--- src/core/tmios_consts.vh ---
`ifndef TMIOS_CONSTS_VH
`define TMIOS_CONSTS_VH

// Register byte offsets
`define TMIOS_OFS_SEL0AB    8'h00
`define TMIOS_OFS_SEL0CD    8'h04
`define TMIOS_OFS_SEL1      8'h08
`define TMIOS_OFS_SEL2      8'h0c
`define TMIOS_OFS_MODE0     8'h10
`define TMIOS_OFS_STATUS    8'h14
// General registers: 0x20 + 4 * index
`define TMIOS_GR_HI         3'h1
`define TMIOS_GR_HI_RANGE   7:5
`define TMIOS_GR_IDX_RANGE  4:2

// Reset values
`define TMIOS_SEL_RST       8'h00
`define TMIOS_MODE_RST      2'h0
`define TMIOS_RDATA_RST     32'h0000_0000

// Nibble positions inside a select register
`define TMIOS_NIB_HI        7:4
`define TMIOS_NIB_LO        3:0

// Mode register bits
`define TMIOS_MODE_BFA      0
`define TMIOS_MODE_BFB      1

// Function field bits and codes
`define TMIOS_FN_CAP_BIT    3
`define TMIOS_FN_INIT_BIT   2
`define TMIOS_FN_ACT_RANGE  1:0
`define TMIOS_ACT_OFF       2'h0
`define TMIOS_ACT_LOW       2'h1
`define TMIOS_ACT_HIGH      2'h2
`define TMIOS_ACT_TOG       2'h3
`define TMIOS_CAP_RISE      4'h8
`define TMIOS_CAP_FALL      4'h9
`define TMIOS_CAP_BOTH      4'ha

`endif

--- src/core/tmios_unit.v ---
`timescale 1ns/1ps
`include "tmios_consts.vh"

module tmios_unit #(
    parameter       W        = 16,
    parameter [0:0] CNT1_CAP = 1'b1
) (
    input  wire         i_clk,
    input  wire         i_rst_n,
    input  wire [3:0]   i_func,
    input  wire         i_buffered,
    input  wire [W-1:0] i_count,
    input  wire         i_tick,
    input  wire         i_cnt1_tick,
    input  wire         i_init,
    input  wire         i_pin,
    input  wire         i_gr_we,
    input  wire [W-1:0] i_gr_wdata,
    output reg  [W-1:0] o_gr,
    output reg          o_pin,
    output reg          o_oe_n,
    output reg          o_level
);

    function out_active;
        input [3:0] f;
        input       b;
        begin
            out_active = ~f[`TMIOS_FN_CAP_BIT] & ~b;
        end
    endfunction

    ////////////////////////////////////////////////////////////////
    // Pin filter: level moves only when stages two and three agree
    reg  [2:0] sync_q;
    wire       agree;
    wire       rise;
    wire       fall;

    assign agree = (sync_q[1] == sync_q[2]);
    assign rise  = agree & sync_q[2] & ~o_level;
    assign fall  = agree & ~sync_q[2] & o_level;

    always @(posedge i_clk or negedge i_rst_n) begin
        if (!i_rst_n) begin
            sync_q  <= 3'h0;
            o_level <= 1'b0;
        end else begin
            sync_q <= {sync_q[1:0], i_pin};
            if (agree) begin
                o_level <= sync_q[2];
            end
        end
    end

    ////////////////////////////////////////////////////////////////
    // Capture and compare
    wire is_cap;
    wire cap_pin;
    wire cap_cnt1;
    wire match;

    assign is_cap   = i_func[`TMIOS_FN_CAP_BIT] & ~i_buffered;
    assign cap_pin  = is_cap & ~i_func[`TMIOS_FN_INIT_BIT] &
                      (((i_func == `TMIOS_CAP_RISE) & rise) |
                       ((i_func == `TMIOS_CAP_FALL) & fall) |
                       ((i_func == `TMIOS_CAP_BOTH) & (rise | fall)));
    assign cap_cnt1 = CNT1_CAP & is_cap & i_func[`TMIOS_FN_INIT_BIT] & i_cnt1_tick;
    assign match    = out_active(i_func, i_buffered) & i_tick & (i_count == o_gr);

    // Capture beats a software write in the same cycle
    always @(posedge i_clk or negedge i_rst_n) begin
        if (!i_rst_n) begin
            o_gr <= {W{1'b0}};
        end else if (cap_pin | cap_cnt1) begin
            o_gr <= i_count;
        end else if (i_gr_we) begin
            o_gr <= i_gr_wdata;
        end
    end

    always @(posedge i_clk or negedge i_rst_n) begin
        if (!i_rst_n) begin
            o_pin  <= 1'b0;
            o_oe_n <= 1'b1;
        end else begin
            o_oe_n <= ~(out_active(i_func, i_buffered) &
                        (i_func[`TMIOS_FN_ACT_RANGE] != `TMIOS_ACT_OFF));
            if (i_init & ~i_func[`TMIOS_FN_CAP_BIT]) begin
                o_pin <= i_func[`TMIOS_FN_INIT_BIT];
            end else if (match) begin
                case (i_func[`TMIOS_FN_ACT_RANGE])
                    `TMIOS_ACT_LOW:  o_pin <= 1'b0;
                    `TMIOS_ACT_HIGH: o_pin <= 1'b1;
                    `TMIOS_ACT_TOG:  o_pin <= ~o_pin;
                    default:         o_pin <= o_pin;
                endcase
            end
        end
    end

endmodule

--- src/core/tmios_top.v ---
// Behaviour
// - Four 8-bit select registers: two for channel 0, one each channels 1, 2.
// - Select registers clear to zero on reset or standby; all bits read/write.
// - A/B registers: bits 7..4 steer register B, bits 3..0 register A.
// - Channel 0 second register: bits 7..4 steer D, bits 3..0 steer C.
// - Bit3 clear: compare; bit2 initial level; 00 no output, 01 low on match.
// - Compare with low bits 10 drives the pin high on match.
// - Compare with low bits 11 toggles the pin on each match.
// - Code 1000 captures on the rising edge of its own pin.
// - Code 1001 captures on the falling edge of its own pin.
// - Code 1010 captures on both edges of its own pin.
// - Bits 3 and 2 set: channel 0 captures on each channel 1 count.
// - Buffered C or D: no capture, no compare, output stays disabled; only the bit2 initial level still loads.
// - Mode register buffer-enable bits put channel 0 C or D in buffer use.
`timescale 1ns/1ps
`include "tmios_consts.vh"

module tmios_top #(
    parameter W = 16
) (
    input  wire         i_clk,
    input  wire         i_resetn,
    input  wire         i_standby,
    input  wire [7:0]   i_avs_address,
    input  wire         i_avs_read,
    input  wire         i_avs_write,
    input  wire [31:0]  i_avs_writedata,
    input  wire [3:0]   i_avs_byteenable,
    output reg  [31:0]  o_avs_readdata,
    output reg          o_avs_waitrequest,
    input  wire [W-1:0] i_count_ch0,
    input  wire [W-1:0] i_count_ch1,
    input  wire [W-1:0] i_count_ch2,
    input  wire [2:0]   i_count_tick,
    input  wire [7:0]   i_tio_pin,
    output wire [7:0]   o_tio_pin,
    output wire [7:0]   o_tio_oe_n
);

    localparam NUNIT = 8;

    function [1:0] unit_chan;
        input integer idx;
        begin
            if (idx < 4) begin
                unit_chan = 2'd0;
            end else if (idx < 6) begin
                unit_chan = 2'd1;
            end else begin
                unit_chan = 2'd2;
            end
        end
    endfunction

    ////////////////////////////////////////////////////////////////
    // Reset release
    reg [1:0] rst_q;
    wire      rst_n;

    always @(posedge i_clk or negedge i_resetn) begin
        if (!i_resetn) begin
            rst_q <= 2'h0;
        end else begin
            rst_q <= {rst_q[0], 1'b1};
        end
    end

    assign rst_n = rst_q[1];

    ////////////////////////////////////////////////////////////////
    // Bus handshake
    // One wait cycle per access keeps read data registered
    wire       req;
    wire       wr_go;
    wire       rd_load;
    wire [31:0] be_mask;

    assign req     = i_avs_read | i_avs_write;
    assign wr_go   = i_avs_write & ~o_avs_waitrequest;
    assign rd_load = i_avs_read & o_avs_waitrequest;
    assign be_mask = {{8{i_avs_byteenable[3]}}, {8{i_avs_byteenable[2]}},
                      {8{i_avs_byteenable[1]}}, {8{i_avs_byteenable[0]}}};

    always @(posedge i_clk or negedge rst_n) begin
        if (!rst_n) begin
            o_avs_waitrequest <= 1'b1;
        end else begin
            o_avs_waitrequest <= ~(req & o_avs_waitrequest);
        end
    end

    ////////////////////////////////////////////////////////////////
    // Select and mode registers
    reg  [7:0] sel0ab_q;
    reg  [7:0] sel0cd_q;
    reg  [7:0] sel1_q;
    reg  [7:0] sel2_q;
    reg  [1:0] mode0_q;
    reg  [3:0] init_q;
    wire [3:0] wr_sel;
    wire       wr_lane0;

    assign wr_lane0  = wr_go & i_avs_byteenable[0];
    assign wr_sel[0] = wr_lane0 & (i_avs_address == `TMIOS_OFS_SEL0AB);
    assign wr_sel[1] = wr_lane0 & (i_avs_address == `TMIOS_OFS_SEL0CD);
    assign wr_sel[2] = wr_lane0 & (i_avs_address == `TMIOS_OFS_SEL1);
    assign wr_sel[3] = wr_lane0 & (i_avs_address == `TMIOS_OFS_SEL2);

    // Standby wins over a write in the same cycle
    always @(posedge i_clk or negedge rst_n) begin
        if (!rst_n) begin
            sel0ab_q <= `TMIOS_SEL_RST;
            sel0cd_q <= `TMIOS_SEL_RST;
            sel1_q   <= `TMIOS_SEL_RST;
            sel2_q   <= `TMIOS_SEL_RST;
        end else if (i_standby) begin
            sel0ab_q <= `TMIOS_SEL_RST;
            sel0cd_q <= `TMIOS_SEL_RST;
            sel1_q   <= `TMIOS_SEL_RST;
            sel2_q   <= `TMIOS_SEL_RST;
        end else begin
            if (wr_sel[0]) begin
                sel0ab_q <= i_avs_writedata[7:0];
            end
            if (wr_sel[1]) begin
                sel0cd_q <= i_avs_writedata[7:0];
            end
            if (wr_sel[2]) begin
                sel1_q <= i_avs_writedata[7:0];
            end
            if (wr_sel[3]) begin
                sel2_q <= i_avs_writedata[7:0];
            end
        end
    end

    // Initial pin level is applied the cycle after the new field lands
    always @(posedge i_clk or negedge rst_n) begin
        if (!rst_n) begin
            init_q <= 4'h0;
        end else begin
            init_q <= wr_sel | {4{i_standby}};
        end
    end

    always @(posedge i_clk or negedge rst_n) begin
        if (!rst_n) begin
            mode0_q <= `TMIOS_MODE_RST;
        end else if (wr_lane0 & (i_avs_address == `TMIOS_OFS_MODE0)) begin
            mode0_q <= i_avs_writedata[1:0];
        end
    end

    ////////////////////////////////////////////////////////////////
    // Function fields per general register
    // Order: ch0 A, B, C, D, ch1 A, B, ch2 A, B
    wire [4*NUNIT-1:0] func_flat;
    wire [NUNIT-1:0]   buffered;
    wire [3*W-1:0]     count_flat;
    wire [W*NUNIT-1:0] gr_flat;
    wire [NUNIT-1:0]   level;

    assign func_flat = {sel2_q[`TMIOS_NIB_HI], sel2_q[`TMIOS_NIB_LO],
                        sel1_q[`TMIOS_NIB_HI], sel1_q[`TMIOS_NIB_LO],
                        sel0cd_q[`TMIOS_NIB_HI], sel0cd_q[`TMIOS_NIB_LO],
                        sel0ab_q[`TMIOS_NIB_HI], sel0ab_q[`TMIOS_NIB_LO]};

    // Only channel 0 C and D can be buffered
    assign buffered = {4'h0, mode0_q[`TMIOS_MODE_BFB], mode0_q[`TMIOS_MODE_BFA], 2'h0};

    assign count_flat = {i_count_ch2, i_count_ch1, i_count_ch0};

    ////////////////////////////////////////////////////////////////
    // Units
    genvar g;
    generate
        for (g = 0; g < NUNIT; g = g + 1) begin : g_unit
            localparam [1:0] CH  = unit_chan(g);
            localparam [2:0] IDX = g;
            wire [W-1:0] old_gr;
            wire [W-1:0] new_gr;
            wire         gr_we;

            assign old_gr = gr_flat[g*W +: W];
            assign new_gr = (old_gr & ~be_mask[W-1:0]) | (i_avs_writedata[W-1:0] & be_mask[W-1:0]);
            assign gr_we  = wr_go & (i_avs_address[`TMIOS_GR_HI_RANGE] == `TMIOS_GR_HI) &
                            (i_avs_address[`TMIOS_GR_IDX_RANGE] == IDX);

            tmios_unit #(
                .W        (W),
                .CNT1_CAP ((g < 4) ? 1'b1 : 1'b0)
            ) u_unit (
                .i_clk       (i_clk),
                .i_rst_n     (rst_n),
                .i_func      (func_flat[4*g +: 4]),
                .i_buffered  (buffered[g]),
                .i_count     (count_flat[CH*W +: W]),
                .i_tick      (i_count_tick[CH]),
                .i_cnt1_tick (i_count_tick[1]),
                .i_init      (init_q[g/2]),
                .i_pin       (i_tio_pin[g]),
                .i_gr_we     (gr_we),
                .i_gr_wdata  (new_gr),
                .o_gr        (gr_flat[g*W +: W]),
                .o_pin       (o_tio_pin[g]),
                .o_oe_n      (o_tio_oe_n[g]),
                .o_level     (level[g])
            );
        end
    endgenerate

    ////////////////////////////////////////////////////////////////
    // Read path
    reg [31:0] rdata_d;

    always @* begin
        rdata_d = `TMIOS_RDATA_RST;
        if (i_avs_address == `TMIOS_OFS_SEL0AB) begin
            rdata_d = {24'h0, sel0ab_q};
        end else if (i_avs_address == `TMIOS_OFS_SEL0CD) begin
            rdata_d = {24'h0, sel0cd_q};
        end else if (i_avs_address == `TMIOS_OFS_SEL1) begin
            rdata_d = {24'h0, sel1_q};
        end else if (i_avs_address == `TMIOS_OFS_SEL2) begin
            rdata_d = {24'h0, sel2_q};
        end else if (i_avs_address == `TMIOS_OFS_MODE0) begin
            rdata_d = {30'h0, mode0_q};
        end else if (i_avs_address == `TMIOS_OFS_STATUS) begin
            rdata_d = {16'h0, o_tio_pin, level};
        end else if (i_avs_address[`TMIOS_GR_HI_RANGE] == `TMIOS_GR_HI) begin
            rdata_d = {{(32-W){1'b0}}, gr_flat[i_avs_address[`TMIOS_GR_IDX_RANGE]*W +: W]};
        end
    end

    always @(posedge i_clk or negedge rst_n) begin
        if (!rst_n) begin
            o_avs_readdata <= `TMIOS_RDATA_RST;
        end else if (rd_load) begin
            o_avs_readdata <= rdata_d;
        end
    end

endmodule

--- config.mk ---
export PLATFORM = sky130hd
export DESIGN_NAME = tmios_top
export DESIGN_NICKNAME = d
export VERILOG_FILES = /design/src/core/tmios_unit.v /design/src/core/tmios_top.v
export VERILOG_INCLUDE_DIRS = /design/src /design/src/core
export SDC_FILE = /design/constraint.sdc
export NUM_CORES = 1
export LEC_CHECK = 0
export ABC_CLOCK_PERIOD_IN_PS = 7280
export BUFFER_PORTS_ARGS = -buffer_cell sky130_fd_sc_hd__clkbuf_2
export CAP_MARGIN = 20
export CORE_UTILIZATION = 54
export CTS_BUF_LIST = sky130_fd_sc_hd__clkbuf_4 sky130_fd_sc_hd__clkbuf_8 sky130_fd_sc_hd__clkbuf_16
export DETAILED_ROUTE_END_ITERATION = 10
export GPL_ROUTABILITY_DRIVEN = 0
export GPL_TIMING_DRIVEN = 1
export PLACE_DENSITY_LB_ADDON = 0.15
export SYNTH_ARGS = -nofsm -noshare
export SYNTH_HDL_FRONTEND = slang
export SYNTH_SLANG_ARGS = --single-unit
--- constraint.sdc ---
create_clock -name i_clk -period 7.28 [get_ports i_clk]
set_input_delay 0.364 -clock i_clk [delete_from_list [all_inputs] [get_ports i_clk]]
set_output_delay 0.364 -clock i_clk [all_outputs]
set_load 0.02 [all_outputs]
Word level (Yosys, flattened, before mapping)

Index checks and enable logic that the tools add are counted.

Multiplexer cells: 55
Equality and inequality tests: 77
Reductions and logical operators: 46
Bitwise logic cells: 234
Shift-type cells: 1

Operators by type and width:

| operator           | count |
|---|---|
| $mux 16            | 21 |
| $and 16x16->16     | 9 |
| $and 1x1->1        | 134 |
| $eq 16x16->1       | 8 |
| $or 16x16->16      | 8 |
| $shiftx 128x8->16  | 1 |
| $eq 4x4->1 const B | 24 |
| $mux 32            | 2 |
| $mux 8             | 8 |
| $reduce_bool 2->1  | 28 |
| $not 1->1          | 52 |
| $eq 2x2->1 const B | 16 |
| $reduce_bool 4->1  | 8 |
| $or 1x1->1         | 29 |
| $pmux 1 s3         | 8 |
| $eq 2x1->1 const B | 8 |
| $eq 8x4->1 const B | 2 |
| $eq 8x5->1 const B | 2 |
| $mux 1             | 16 |
| $not 16->16        | 1 |
| $reduce_and 2->1   | 8 |
| $eq 3x3->1 const B | 4 |
| $eq 1x1->1         | 8 |
| $eq 8x3->1 const B | 1 |
| 5 further kinds    | 7 |

Output and inout port bits: 49
Word-level logic and storage cells: 462
Input port bits: 108
Register bits: 249

Depth between registers and ports, before layout

Gate-level depths: netlist (run 1).

Depth in word-level cells: 9
Gate-level depth with buffers: 8
Depth with buffers taken out: 7

Cells and area by module

A second synthesis (run 1) with hierarchy kept.

Cells, all modules: 1,636
Area, all modules: 15,108.2 um^2

By module, submodules not included:

| module                            | sequential area each (um^2) | area an instance (um^2) | instances | cells each |
|---|---|---|---|---|
| tmios_top                         | 1,427.6                     | 5,238.8                 | 1         | 692 |
| tmios_unit (g_unit[0].u_unit ...) | 551.8                       | 1,282.5                 | 4         | 118 |
| tmios_unit (g_unit[4].u_unit ...) | 551.8                       | 1,184.9                 | 4         | 118 |

Worst setup path before layout (run 1)

OpenSTA, ideal clock, no wires.

Kind: reg-to-reg
From: register g_unit[7].u_unit.sync_q[1]
To: register (tool-made name)
Setup time: 136 ps
Cell stages (with the launch flop): 8
Setup slack: 4,955 ps
Data required time: 7,144 ps
Clock period less this slack: 2,325 ps
Path buffers: 1
Arrival: 2,189 ps
Path through: dfrtp_1 inv_1 ha_1 and4b_1 o311ai_2 a21boi_1 clkbuf_1 o21ai_0

RTL lines:

| what                   | RTL line        | RTL |
|---|---|---|
| start, declared        | tmios_unit.v:35 | `reg [2:0] sync_q;` |
| start signal, assigned | tmios_unit.v:49 | `sync_q <= {sync_q[1:0], i_pin};` |

==> results.md, run 1 <==
* Cell area after synthesis at 13,750 µm²
* Die Y at 161.6 µm
* Port bufs at 122
* Sink Count at 233
* Core region area at 25,110 µm²
* Syn avg cell area at 9.613 µm²
* Post-synth cell types at 55
* CTS Buf Count at 27
* Met2 routed WL at 19.66 mm
* Number of global-route vias before repair at 11,010
* Clock-pin slew on the worst setup and hold paths at 60 ps
* First-pass GRT wire length at 65.55 mm
* Post-layout minimum cycle time at 2589 ps
* Largest net degree at the start of global routing at 134
* Worst EP required at 7690 ps
* Met1 WL at 17.90 mm
* Avg WL per Cell at 22.76 µm
* Most used DFF post-synth: dfrtp_1
* Initial antenna violation count at 0
* Leading area contributor after synthesis: dfrtp_1
* Final setup violation count at 0
* Synth top area share at 0.4078
* Final Core Density at 0.6171
* Number of setup buffers added after CTS at 0
* Setup crit end kind: flip-flop
* Hold Path Class: in2reg
* Final nets at 1,631
* Unrepaired setup endpoints after global routing: false
* Post-CTS Resized at 0
* Final ANT Viol Nets at 0
* Yosys reg bits at 233
* First-pass detailed-route iteration total at 6
* Max cap viols at 0
* Post-DP HPWL at 30.00 mm
* Initial drt markers at 1,275
* Relative slew slack at 0.1653
* CTS tree: done
* Vias after detailed routing at 11,210
* Setup TNS at 0 ps
* Initial cell density of the core at 0.5475
* Final Hold Vio Count at 0
* Layout area overhead at 12.71%
* Root Buffer: clkbuf_16
* Met3 wire length at 3.309 mm
* FMAX at 386.3 MHz
* Hold path cells at 2
* Vias per cell at 6.031
* Largest cells by area after synthesis: dfrtp_1, mux2i_1, xor2_1
* Outcome: finished, final reports clean
* Max IR drop VDD at 0.1745 mV
* Overall power at 3.227 mW
* Ys async rst share at 1.000
* # DRC at 0
* Power Dens Cells at 208.3 nW/µm²
* CTS max path bufs at 3
* Synth Warn # at 0
* Share of cells above drive strength 1 at 0.1545
* Drt total wl at 42.29 mm
* GRT Total Usage at 0.3306
* EDFF count, synth at 0
* IO Count at 157
* Top Layer Used: met4
* Startpoint types: flip-flop
* Slew Limit Fails at 0
* WP data arrival at 3000 ps
* Worst R2R Path Depth at 6
* Htree depth at 1
* Worst-path fanout max at 16
* Post-Place Worst Slack at 4256 ps
* Diode count at 0
* Post-synthesis instance total at 1,430
* Least-Margin Pin Slew at 1252 ps
* Worst Slack Setup Final at 4691 ps
* Final worst-path cycle share at 0.3556
* Register area share after synthesis at 0.4250
* Die area at 26,100 µm²
* Site row count at 58
* Clk_lat worst skew at 550 ps
* Final Skew at 8.488 ps
* Leakage power at 7.519 nW
* Die width at 161.6 µm
* GRT overflow at 0
* WS Path Type: reg2reg
==> timing repair <==
item,in CTS,in global routing
hold buffers,9,0
setup endpoints to repair,0,0
hold endpoints to repair,10,0
==> power breakdown <==
| group | switching, mW | leakage, nW | total [mW] | internal (mW) |
|---|---|---|---|---|
| sequential | 0.0584 | 3.07 | 1.41 | 1.36 |
| combinational | 0.243 | 3.97 | 0.382 | 0.139 |
| clock | 0.557 | 0.473 | 1.43 | 0.874 |
==> logic make-up after synthesis <==
family | Yosys count | share of synthesized area
adder cells (fa/ha/maj) | 16 | 0.01456
XOR/XNOR | 136 | 0.08665
multiplexers | 195 | 0.1600
flip-flops | 233 | 0.4250
AO/OA/AOI/OAI | 280 | 0.1185
other | 2 | 0.0005463
buffers and inverters | 142 | 0.04778
AND/OR/NAND/NOR | 426 | 0.1470
==> layout by cell type, fill, tap and decap left out, drive strengths merged, types with 3 or more instances in the layout <==
master / instances
nor2: 93
nand2b: 14
nor3b: 3
a221oi: 6
mux4: 19
xnor2: 38
a22oi: 16
dlygate4sd3: 9
or4: 8
o221ai: 6
mux2: 8
buf: 20
o21bai: 6
dfrtp: 224
a32o: 5
nor2b: 31
ha: 16
nand4: 6
a2111oi: 6
dfstp: 9
a211oi: 7
and2: 18
xor2: 98
inv: 25
nor3: 13
o21ai: 102
nor4: 28
a21oi: 109
clkbuf: 166
nand3: 57
conb: 17
nand2: 149
mux2i: 168
==> cell usage after synthesis, types with 2 or more instances <==
| cell | count |
|---|---|
| a2111oi_0 | 6 |
| a211o_1 | 2 |
| a211oi_1 | 7 |
| a21boi_1 | 2 |
| a21oi_1 | 109 |
| a221oi_1 | 6 |
| a22oi_1 | 16 |
| a32o_1 | 5 |
| and2_1 | 17 |
| and4b_1 | 2 |
| buf_1 | 7 |
| buf_2 | 3 |
| buf_4 | 32 |
| clkbuf_1 | 75 |
| conb_1 | 2 |
| dfrtp_1 | 224 |
| dfstp_2 | 9 |
| ha_1 | 16 |
| inv_1 | 24 |
| mux2_2 | 8 |
| mux2i_1 | 168 |
| mux4_2 | 19 |
| nand2_1 | 149 |
| nand2b_1 | 14 |
| nand3_1 | 57 |
| nand4_1 | 6 |
| nor2_1 | 90 |
| nor2_2 | 3 |
| nor2b_1 | 31 |
| nor3_1 | 12 |
| nor3b_1 | 3 |
| nor4_1 | 28 |
| o2111ai_1 | 2 |
| o211ai_1 | 2 |
| o21ai_0 | 102 |
| o21bai_1 | 6 |
| o221ai_1 | 6 |
| o32ai_1 | 2 |
| or4_1 | 8 |
| xnor2_1 | 38 |
| xor2_1 | 98 |
==> per-layer routing <==
| metal | up-vias | track usage |
|---|---|---|
| met5 | - | 0 |
| met3 | 90 | 0.04802 |
| met1 | 5483 | 0.4623 |
| met4 | 0 | 0.1115 |
| li1 | 5136 | - |
| met2 | 497 | 0.5272 |
==> worst max-delay path: stages, from the launching register on <==
cell,delay [ps]
dfrtp_1,370
ha_1,160
inv_1,40
o32ai_1,580
nand2_1,820
mux2i_1,370
o21ai_0,110
==> worst paths after layout <==
kind                                                 start                       end  slack (ps)
worst max-delay path            g_unit[4].u_unit.sync_q[1]                 flip-flop        4690
worst min-delay path                            i_avs_read         o_avs_waitrequest          70
worst max register to register  g_unit[4].u_unit.sync_q[1]                 flip-flop        4690
worst min register to register                    rst_q[1]                 async pin         290
max in group asynchronous                         rst_q[1]  g_unit[6].u_unit.o_level        5740
min in group asynchronous                         i_resetn                  rst_q[1]         130
==> final cells by class <==
cell class / instances / area (µm²)
Fill cell: 2220 / 9615
Sequential cell: 233 / 5846
Tap cell: 330 / 412.9
Clock buffer: 45 / 860.8
Inverter: 25 / 93.84
Timing Repair Buffer: 150 / 865.8
Multi-Input combinational cell: 1070 / 7333
Clock inverter: 5 / 81.33
==> stage by stage <==
stage	area [µm²]	std cells	hold slack, ps
4_1_cts	15470	1856	52.90
5_1_grt	15490	1858	70.80
3_5_place_dp	14440	1797	154.0
3_3_place_gp	14440	1797	150.2
2_1_floorplan	13800	1445	68.41
6_report	15490	1858	66.64
(Power assumes the default switching activity.)
==> run 2, diff against run 1 <==
--- a/config.mk
+++ b/config.mk
@@ -6,7 +6,7 @@
 export SDC_FILE = /design/constraint.sdc
 export NUM_CORES = 1
 export LEC_CHECK = 0
-export ABC_CLOCK_PERIOD_IN_PS = 7280
+export ABC_CLOCK_PERIOD_IN_PS = 2100
 export BUFFER_PORTS_ARGS = -buffer_cell sky130_fd_sc_hd__clkbuf_2
 export CAP_MARGIN = 20
 export CORE_UTILIZATION = 54
==> constraint.sdc (replaced) <==
create_clock -name i_clk -period 2.1 [get_ports i_clk]
set_input_delay 0.105 -clock i_clk [delete_from_list [all_inputs] [get_ports i_clk]]
set_output_delay 0.105 -clock i_clk [all_outputs]
set_load 0.02 [all_outputs]
==> run 2 against run 1 <==
Net effect:
- sequential cell count did not move
- count of clock-buffer cells in the layout rose by 2
- worst hold slack got worse by 54 ps
- global-route usage rose by 1.3 points
- largest cell class unchanged
- critical path type unchanged
- power rose to 3.5 times the previous value
- fmax rose by 25%
==> results.md, run 2 (synthesized netlist as in run 1, its figures left out) <==
* Slowest-stage cell, CP: nand2_1
* Diode count at 0
* Cell area after layout at 16,660 µm²
* Largest net degree at the start of global routing at 66
* Die width at 161.6 µm
* Final Hold Vio Count at 0
* Drt total wl at 44.00 mm
* Least-Margin Pin Slew at 1028 ps
* CTS max path bufs at 3
* DP Area at 15,060 µm²
* Final Core Density at 0.6634
* WP data arrival at 2480 ps
* Startpoint types: flip-flop
* GRT Total Usage at 0.3434
* Overall power at 11.18 mW
* Vias after detailed routing at 11,720
* Top Layer Used: met4
* First-pass GRT wire length at 67.77 mm
* Avg WL per Cell at 22.35 µm
* Die area at 26,100 µm²
* Setup crit end kind: flip-flop
* Core region area at 25,110 µm²
* Number of global-route vias before repair at 11,540
* Initial antenna violation count at 1
* CTS Buf Count at 27
* Met1 WL at 18.01 mm
* Met3 wire length at 3.457 mm
* Die Y at 161.6 µm
* Setup TNS at 0 ps
* Initial cell density of the core at 0.5475
* Highest cell delay on the worst timing path at 470 ps
* GRT overflow at 0
* Reg2reg setup slack at 30 ps
* Worst R2R Path Depth at 5
* FMAX at 483.9 MHz
* CP Cell Sequence: nand3b_1 -> nor3_1 -> nand2_1 -> mux2i_1 -> a21oi_1
* Root Buffer: clkbuf_16
* Htree depth at 1
* Max IR drop VDD at 0.5061 mV
* Worst EP required at 2510 ps
* Met2 routed WL at 20.49 mm
* FF-to-FF Start: o_avs_waitrequest
* Outcome: finished, final reports clean
* Finished Layout Cells at 1,969
* Placed Cells at 1,852
* Post-DP HPWL at 31.49 mm
* Vias per cell at 5.951
* Clk_lat worst skew at 540 ps
* Commonest non-fill, non-tap cell in the layout: dfrtp_1
* Top Family by Delay on Critical Path: simple AND/OR/NAND/NOR gates
* Unrepaired setup endpoints after global routing: true
* IO Count at 157
* Relative slew slack at 0.3133
* Final nets at 1,743
* Slew Limit Fails at 0
* Clock-pin slew on the worst setup and hold paths at 60 ps
* Commonest non-fill, non-tap cells in the layout: dfrtp_1, mux2i_1, nand2_1, clkbuf_2, a21oi_1
* Leakage power at 8.105 nW
* Sink Count at 233
* Power Dens Cells at 671.2 nW/µm²
* Post-layout minimum cycle time at 2066 ps
* Port bufs at 122
* Layout area overhead at 21.18%
* Site row count at 58
* Worst-path fanout max at 8
* CP bufs+invs at 0
* WP depth at 5
* Critical path launch point: o_avs_waitrequest
* Hold Path Class: in2reg
* Share of cells above drive strength 1 at 0.1775
* # DRC at 0
* WS Path Type: reg2reg
* Final setup violation count at 0
* Final Skew at 10.43 ps
* Max cap viols at 0
* Initial drt markers at 1,288
* First-pass detailed-route iteration total at 5
* Final worst-path cycle share at 0.9840
* Final ANT Viol Nets at 0
* CTS tree: done
==> run 2: changes by cell type in the layout (fill, tap and decap cells not counted), sizes merged <==
cell         before  now
dlygate4sd3       9   67
buf              20   74
clkbuf          166  168
bufinv            2    1
clkinvlp          1    0
inv              25   24
==> run 2: per-stage QoR <==
step                setup slack, ps  hold WS [ps]
floorplan                    -247.8        -190.6
global placement             -102.0        -108.4
detailed placement           -148.1        -104.0
CTS                           7.735         3.122
global route                 -134.3         20.95
finish                        33.56         13.01
==> run 2: final cells by class <==
class                           count  area [µm²]
Timing Repair Buffer              262        2061
Fill cell                        1993        8451
Clock buffer                       47       869.6
Sequential cell                   233        5846
Tap cell                          330       412.9
Clock inverter                      2       35.03
Multi-Input combinational cell   1070        7341
Inverter                           25       93.84
==> run 2: how the worst min path moves through the flow <==
stage | from | endpoint | slack, ps | cells after the start
after floorplan | i_resetn | rst_q[0] | -190 | 0
after global placement | i_resetn | rst_q[0] | -110 | 1
after detailed placement | i_resetn | rst_q[0] | -100 | 1
after CTS | i_count_ch0[14] | flip-flop | 3 | 4
after global routing | i_avs_writedata[2] | sel0cd_q[2] | 20 | 3
final | i_count_ch0[14] | flip-flop | 10 | 4
==> run 2: where the power goes <==
part	internal (mW)	switching (mW)	total [mW]
combinational	0.600	0.883	1.48
clock	2.91	1.88	4.79
sequential	4.70	0.215	4.91
total	8.21	2.97	11.2
==> run 2: per-layer routing <==
metal / up-vias / global-route usage
li1: 5353 / -
met1: 5724 / 0.4632
met2: 520 / 0.5470
met3: 120 / 0.04982
met4: 0 / 0.1617
met5: - / 0
==> run 2: worst min-delay path: cells and delay by family <==
family	cells	cell delay, ps
AO/OA/AOI/OAI	1	40
buffers and inverters	2	260
AND/OR/NAND/NOR	1	100
==> run 2: what timing repair did <==
action,4_1_cts,5_1_grt
buffers inserted,0,1
hold buffers,67,0
endpoints found under the hold margin,135,0
endpoints found under the setup margin,0,45
resized for setup,0,1
==> run 3, diff against run 2 <==
--- a/config.mk
+++ b/config.mk
@@ -6,6 +6,7 @@
 export SDC_FILE = /design/constraint.sdc
 export NUM_CORES = 1
 export LEC_CHECK = 0
+export ABC_AREA = 1
 export ABC_CLOCK_PERIOD_IN_PS = 2100
 export BUFFER_PORTS_ARGS = -buffer_cell sky130_fd_sc_hd__clkbuf_2
 export CAP_MARGIN = 20
==> run 3 against run 2 <==
Net effect:
- combinational power rose to 2.9 times the previous value
- worst hold slack improved by 2.8 ps
- synthesized area increased by 3.5%
- register-to-register slack improved by 60 ps
- via count grew 22%
- design area increased by 1.8%
- utilization is 1.1 points lower
- synthesized cell count is 39% higher
- count of clock-buffer cells in the layout fell by 12
- die area increased by 3.5%
- sequential cell count stayed put
- power up 45%
- largest cell class unchanged
- largest power group unchanged
==> results.md, run 3 <==
* Outcome: finished, final reports clean
* Sw frac at 0.3506
* Number of global-route vias before repair at 13,290
* First-pass GRT wire length at 72.17 mm
* IO Count at 157
* Post-synth cell types at 47
* Ys async rst share at 1.000
* Critical path launch point: o_avs_waitrequest
* Synth Warn # at 0
* Slew Limit Fails at 0
* Most common library cells after synthesis: nand2_1, o21ai_0, dfrtp_1, inv_1, nor2_1
* FMAX at 499.1 MHz
* Site row count at 59
* Die Y at 164.4 µm
* Hold Path Class: in2reg
* Diode count at 0
* Vias after detailed routing at 14,310
* Leakage power at 8.426 nW
* Final worst-path cycle share at 0.9541
* M3 GR Usage at 0.06465
* Sequential share of power at 0.415
* WP data arrival at 2470 ps
* CP Cell Sequence: nor2_1 -> nand2_4 -> nor2_8 -> nand2_4 -> o21ai_1 -> nand3_1 -> o21ai_0
* Post-layout minimum cycle time at 2004 ps
* CP bufs+invs at 0
* Commonest non-fill, non-tap cells in the layout: nand2_1, o21ai_0, dfrtp_1, inv_1, nor2_1
* Top Family by Delay on Critical Path: simple AND/OR/NAND/NOR gates
* Post-DP HPWL at 35.00 mm
* Clock-pin slew on the worst setup and hold paths at 60 ps
* Htree depth at 1
* Most used DFF post-synth: dfrtp_1
* Sink Count at 233
* Psw at 5.691 mW
* Layout area overhead at 19.18%
* Max IR drop VDD at 0.7887 mV
* Avg WL per Cell at 18.54 µm
* Area of the multi-input gates at 6980 µm²
* Most frequent cell after synthesis: nand2_1
* First-pass detailed-route iteration total at 6
* Final Skew at 14.49 ps
* Slowest-stage cell, CP: o21ai_1
* Synth top area share at 0.3938
* Fin Hold WS at 15.81 ps
* Cell area after synthesis at 14,230 µm²
* Die area at 27,010 µm²
* Register area share after synthesis at 0.4104
* WS Path Type: reg2reg
* Storage cell area at 5846 µm²
* Top Usage Layer GRT: met2
* Core region area at 25,980 µm²
* CTS tree: done
* # DRC at 0
* Startpoint types: flip-flop
* Clk_lat worst skew at 560 ps
* Power share of the clock group at 0.323
* Final ANT Viol Nets at 0
* Syn avg cell area at 7.185 µm²
* Post-Place Worst Slack at 162.0 ps
* CTS Buf Count at 28
* Vias per cell at 5.665
* Commonest non-fill, non-tap cell in the layout: nand2_1
* Initial cell density of the core at 0.5478
* Final setup violation count at 0
* GRT overflow at 0
* Number of setup buffers added after CTS at 0
* Highest cell delay on the worst timing path at 610 ps
* Max cap viols at 0
* Worst EP required at 2570 ps
* Port bufs at 122
* CTS max path bufs at 3
* Fillers at 2,284
* Met2 GRT Util at 0.5313
* FF-to-FF Start: o_avs_waitrequest
* Critical path's most frequent cell: nand2_4
* Setup crit end kind: flip-flop
* Worst Slack Setup Final at 96.47 ps
* Post-synthesis instance total at 1,981
* Relative slew slack at 0.5034
* Largest cells by area after synthesis: dfrtp_1, nand2_1, o21ai_0
* Finished Layout Cells at 2,526
* Die width at 164.4 µm
* GRT Total Usage at 0.3524
* Met1 usage at 0.4905
* Final Core Density at 0.6528
* Reg2reg setup slack at 100 ps
* Initial drt markers at 1,689
* Unrepaired setup endpoints after global routing: false
* WP depth at 7
* Final Hold Vio Count at 0
* Worst R2R Path Depth at 7
* Final nets at 2,293
* EDFF count, synth at 0
* Largest net degree at the start of global routing at 39
* Leading area contributor after synthesis: dfrtp_1
* Yosys reg bits at 233
* Power Dens Cells at 956.9 nW/µm²
* Worst-path fanout max at 11
* Placed Cells at 2,403
* Root Buffer: clkbuf_16
* Drt total wl at 46.82 mm
* Initial antenna violation count at 0
* Comb pwr share at 0.262
* Int Pwr at 10.54 mW
* Least-Margin Pin Slew at 740.0 ps
* Share of cells above drive strength 1 at 0.1356
==> run 3: changes by cell type in the layout (fill, tap and decap cells not counted), moves of 59 or more <==
cell,before,now
nand2_1,149,581
inv_1,24,214
mux2i_1,168,0
o21ai_0,102,238
xor2_1,98,25
a21oi_1,109,48
nor2_1,90,149
==> run 3: area by class of cell <==
| class | count | share of cell area |
|---|---|---|
| sequential | 233 | 0.3446 |
| tap | 335 | 0.02471 |
| inverter | 230 | 0.05097 |
| multi-input combinational | 1429 | 0.4115 |
| clock inverter | 17 | 0.01357 |
| clock buffer | 35 | 0.04551 |
| timing repair buffer | 247 | 0.1092 |
==> run 3: per-stage QoR <==
stage | cell area, µm² | total power, mW | TNS (ps)
floorplan | 14290 | 9.458 | -55010
global placement | 15250 | 10.66 | 0
detailed placement | 15250 | 10.80 | 0
CTS | 16960 | 16.17 | 0
global route | 16960 | 17.11 | 0
finish | 16960 | 16.23 | 0
==> run 3: kinds of logic (layout without fill, tap and decap cells) <==
logic type	count (synthesis)	count (layout)	synth area share
xor+xnor	44	44	0.02707
compound gates	418	418	0.1701
fa+ha+maj	16	16	0.01406
simple gates	934	934	0.2747
other cells	2	17	0.0005276
buf+inv	334	529	0.1031
flops	233	233	0.4104
==> run 3: how the worst min path moves through the flow <==
| stage | startpoint | end | slack (ps) | cells after the start |
|---|---|---|---|---|
| 5_1_grt | i_count_ch1[7] | flip-flop | 40 | 5 |
| 4_1_cts | i_count_ch1[7] | flip-flop | 0.04 | 5 |
| 2_1_floorplan | i_resetn | rst_q[0] | -190 | 0 |
| 6_report | i_count_ch1[8] | flip-flop | 20 | 5 |
| 3_3_place_gp | i_resetn | rst_q[0] | -110 | 1 |
| 3_5_place_dp | i_resetn | rst_q[0] | -100 | 1 |
==> run 3: tightest hold or removal path: cells and delay by family <==
kind | cells | cell delay (ps)
AND/OR/NAND/NOR | 1 | 50
buffers and inverters | 2 | 200
AO/OA/AOI/OAI | 2 | 160
==> run 3: power by group through the flow <==
stage	sequential, mW	clock, mW	combinational [mW]
2_1_floorplan	6.51	0	2.94
3_3_place_gp	6.72	0	3.94
3_5_place_dp	6.75	0	4.06
4_1_cts	6.69	5.29	4.19
5_1_grt	6.86	5.47	4.78
6_report	6.74	5.25	4.25
==> run 3: repair_timing <==
action | 4_1_cts | 5_1_grt
endpoints found under the setup margin | 0 | 2
resized for setup | 0 | 1
hold endpoints to repair | 115 | 0
hold buffers | 71 | 0
==> run 3: routing by layer <==
layer  share of wire  up-vias
li1                -     6786
met1            0.42     6666
met2            0.43      751
met3            0.10      107
met4           0.047        0
met5               0        -
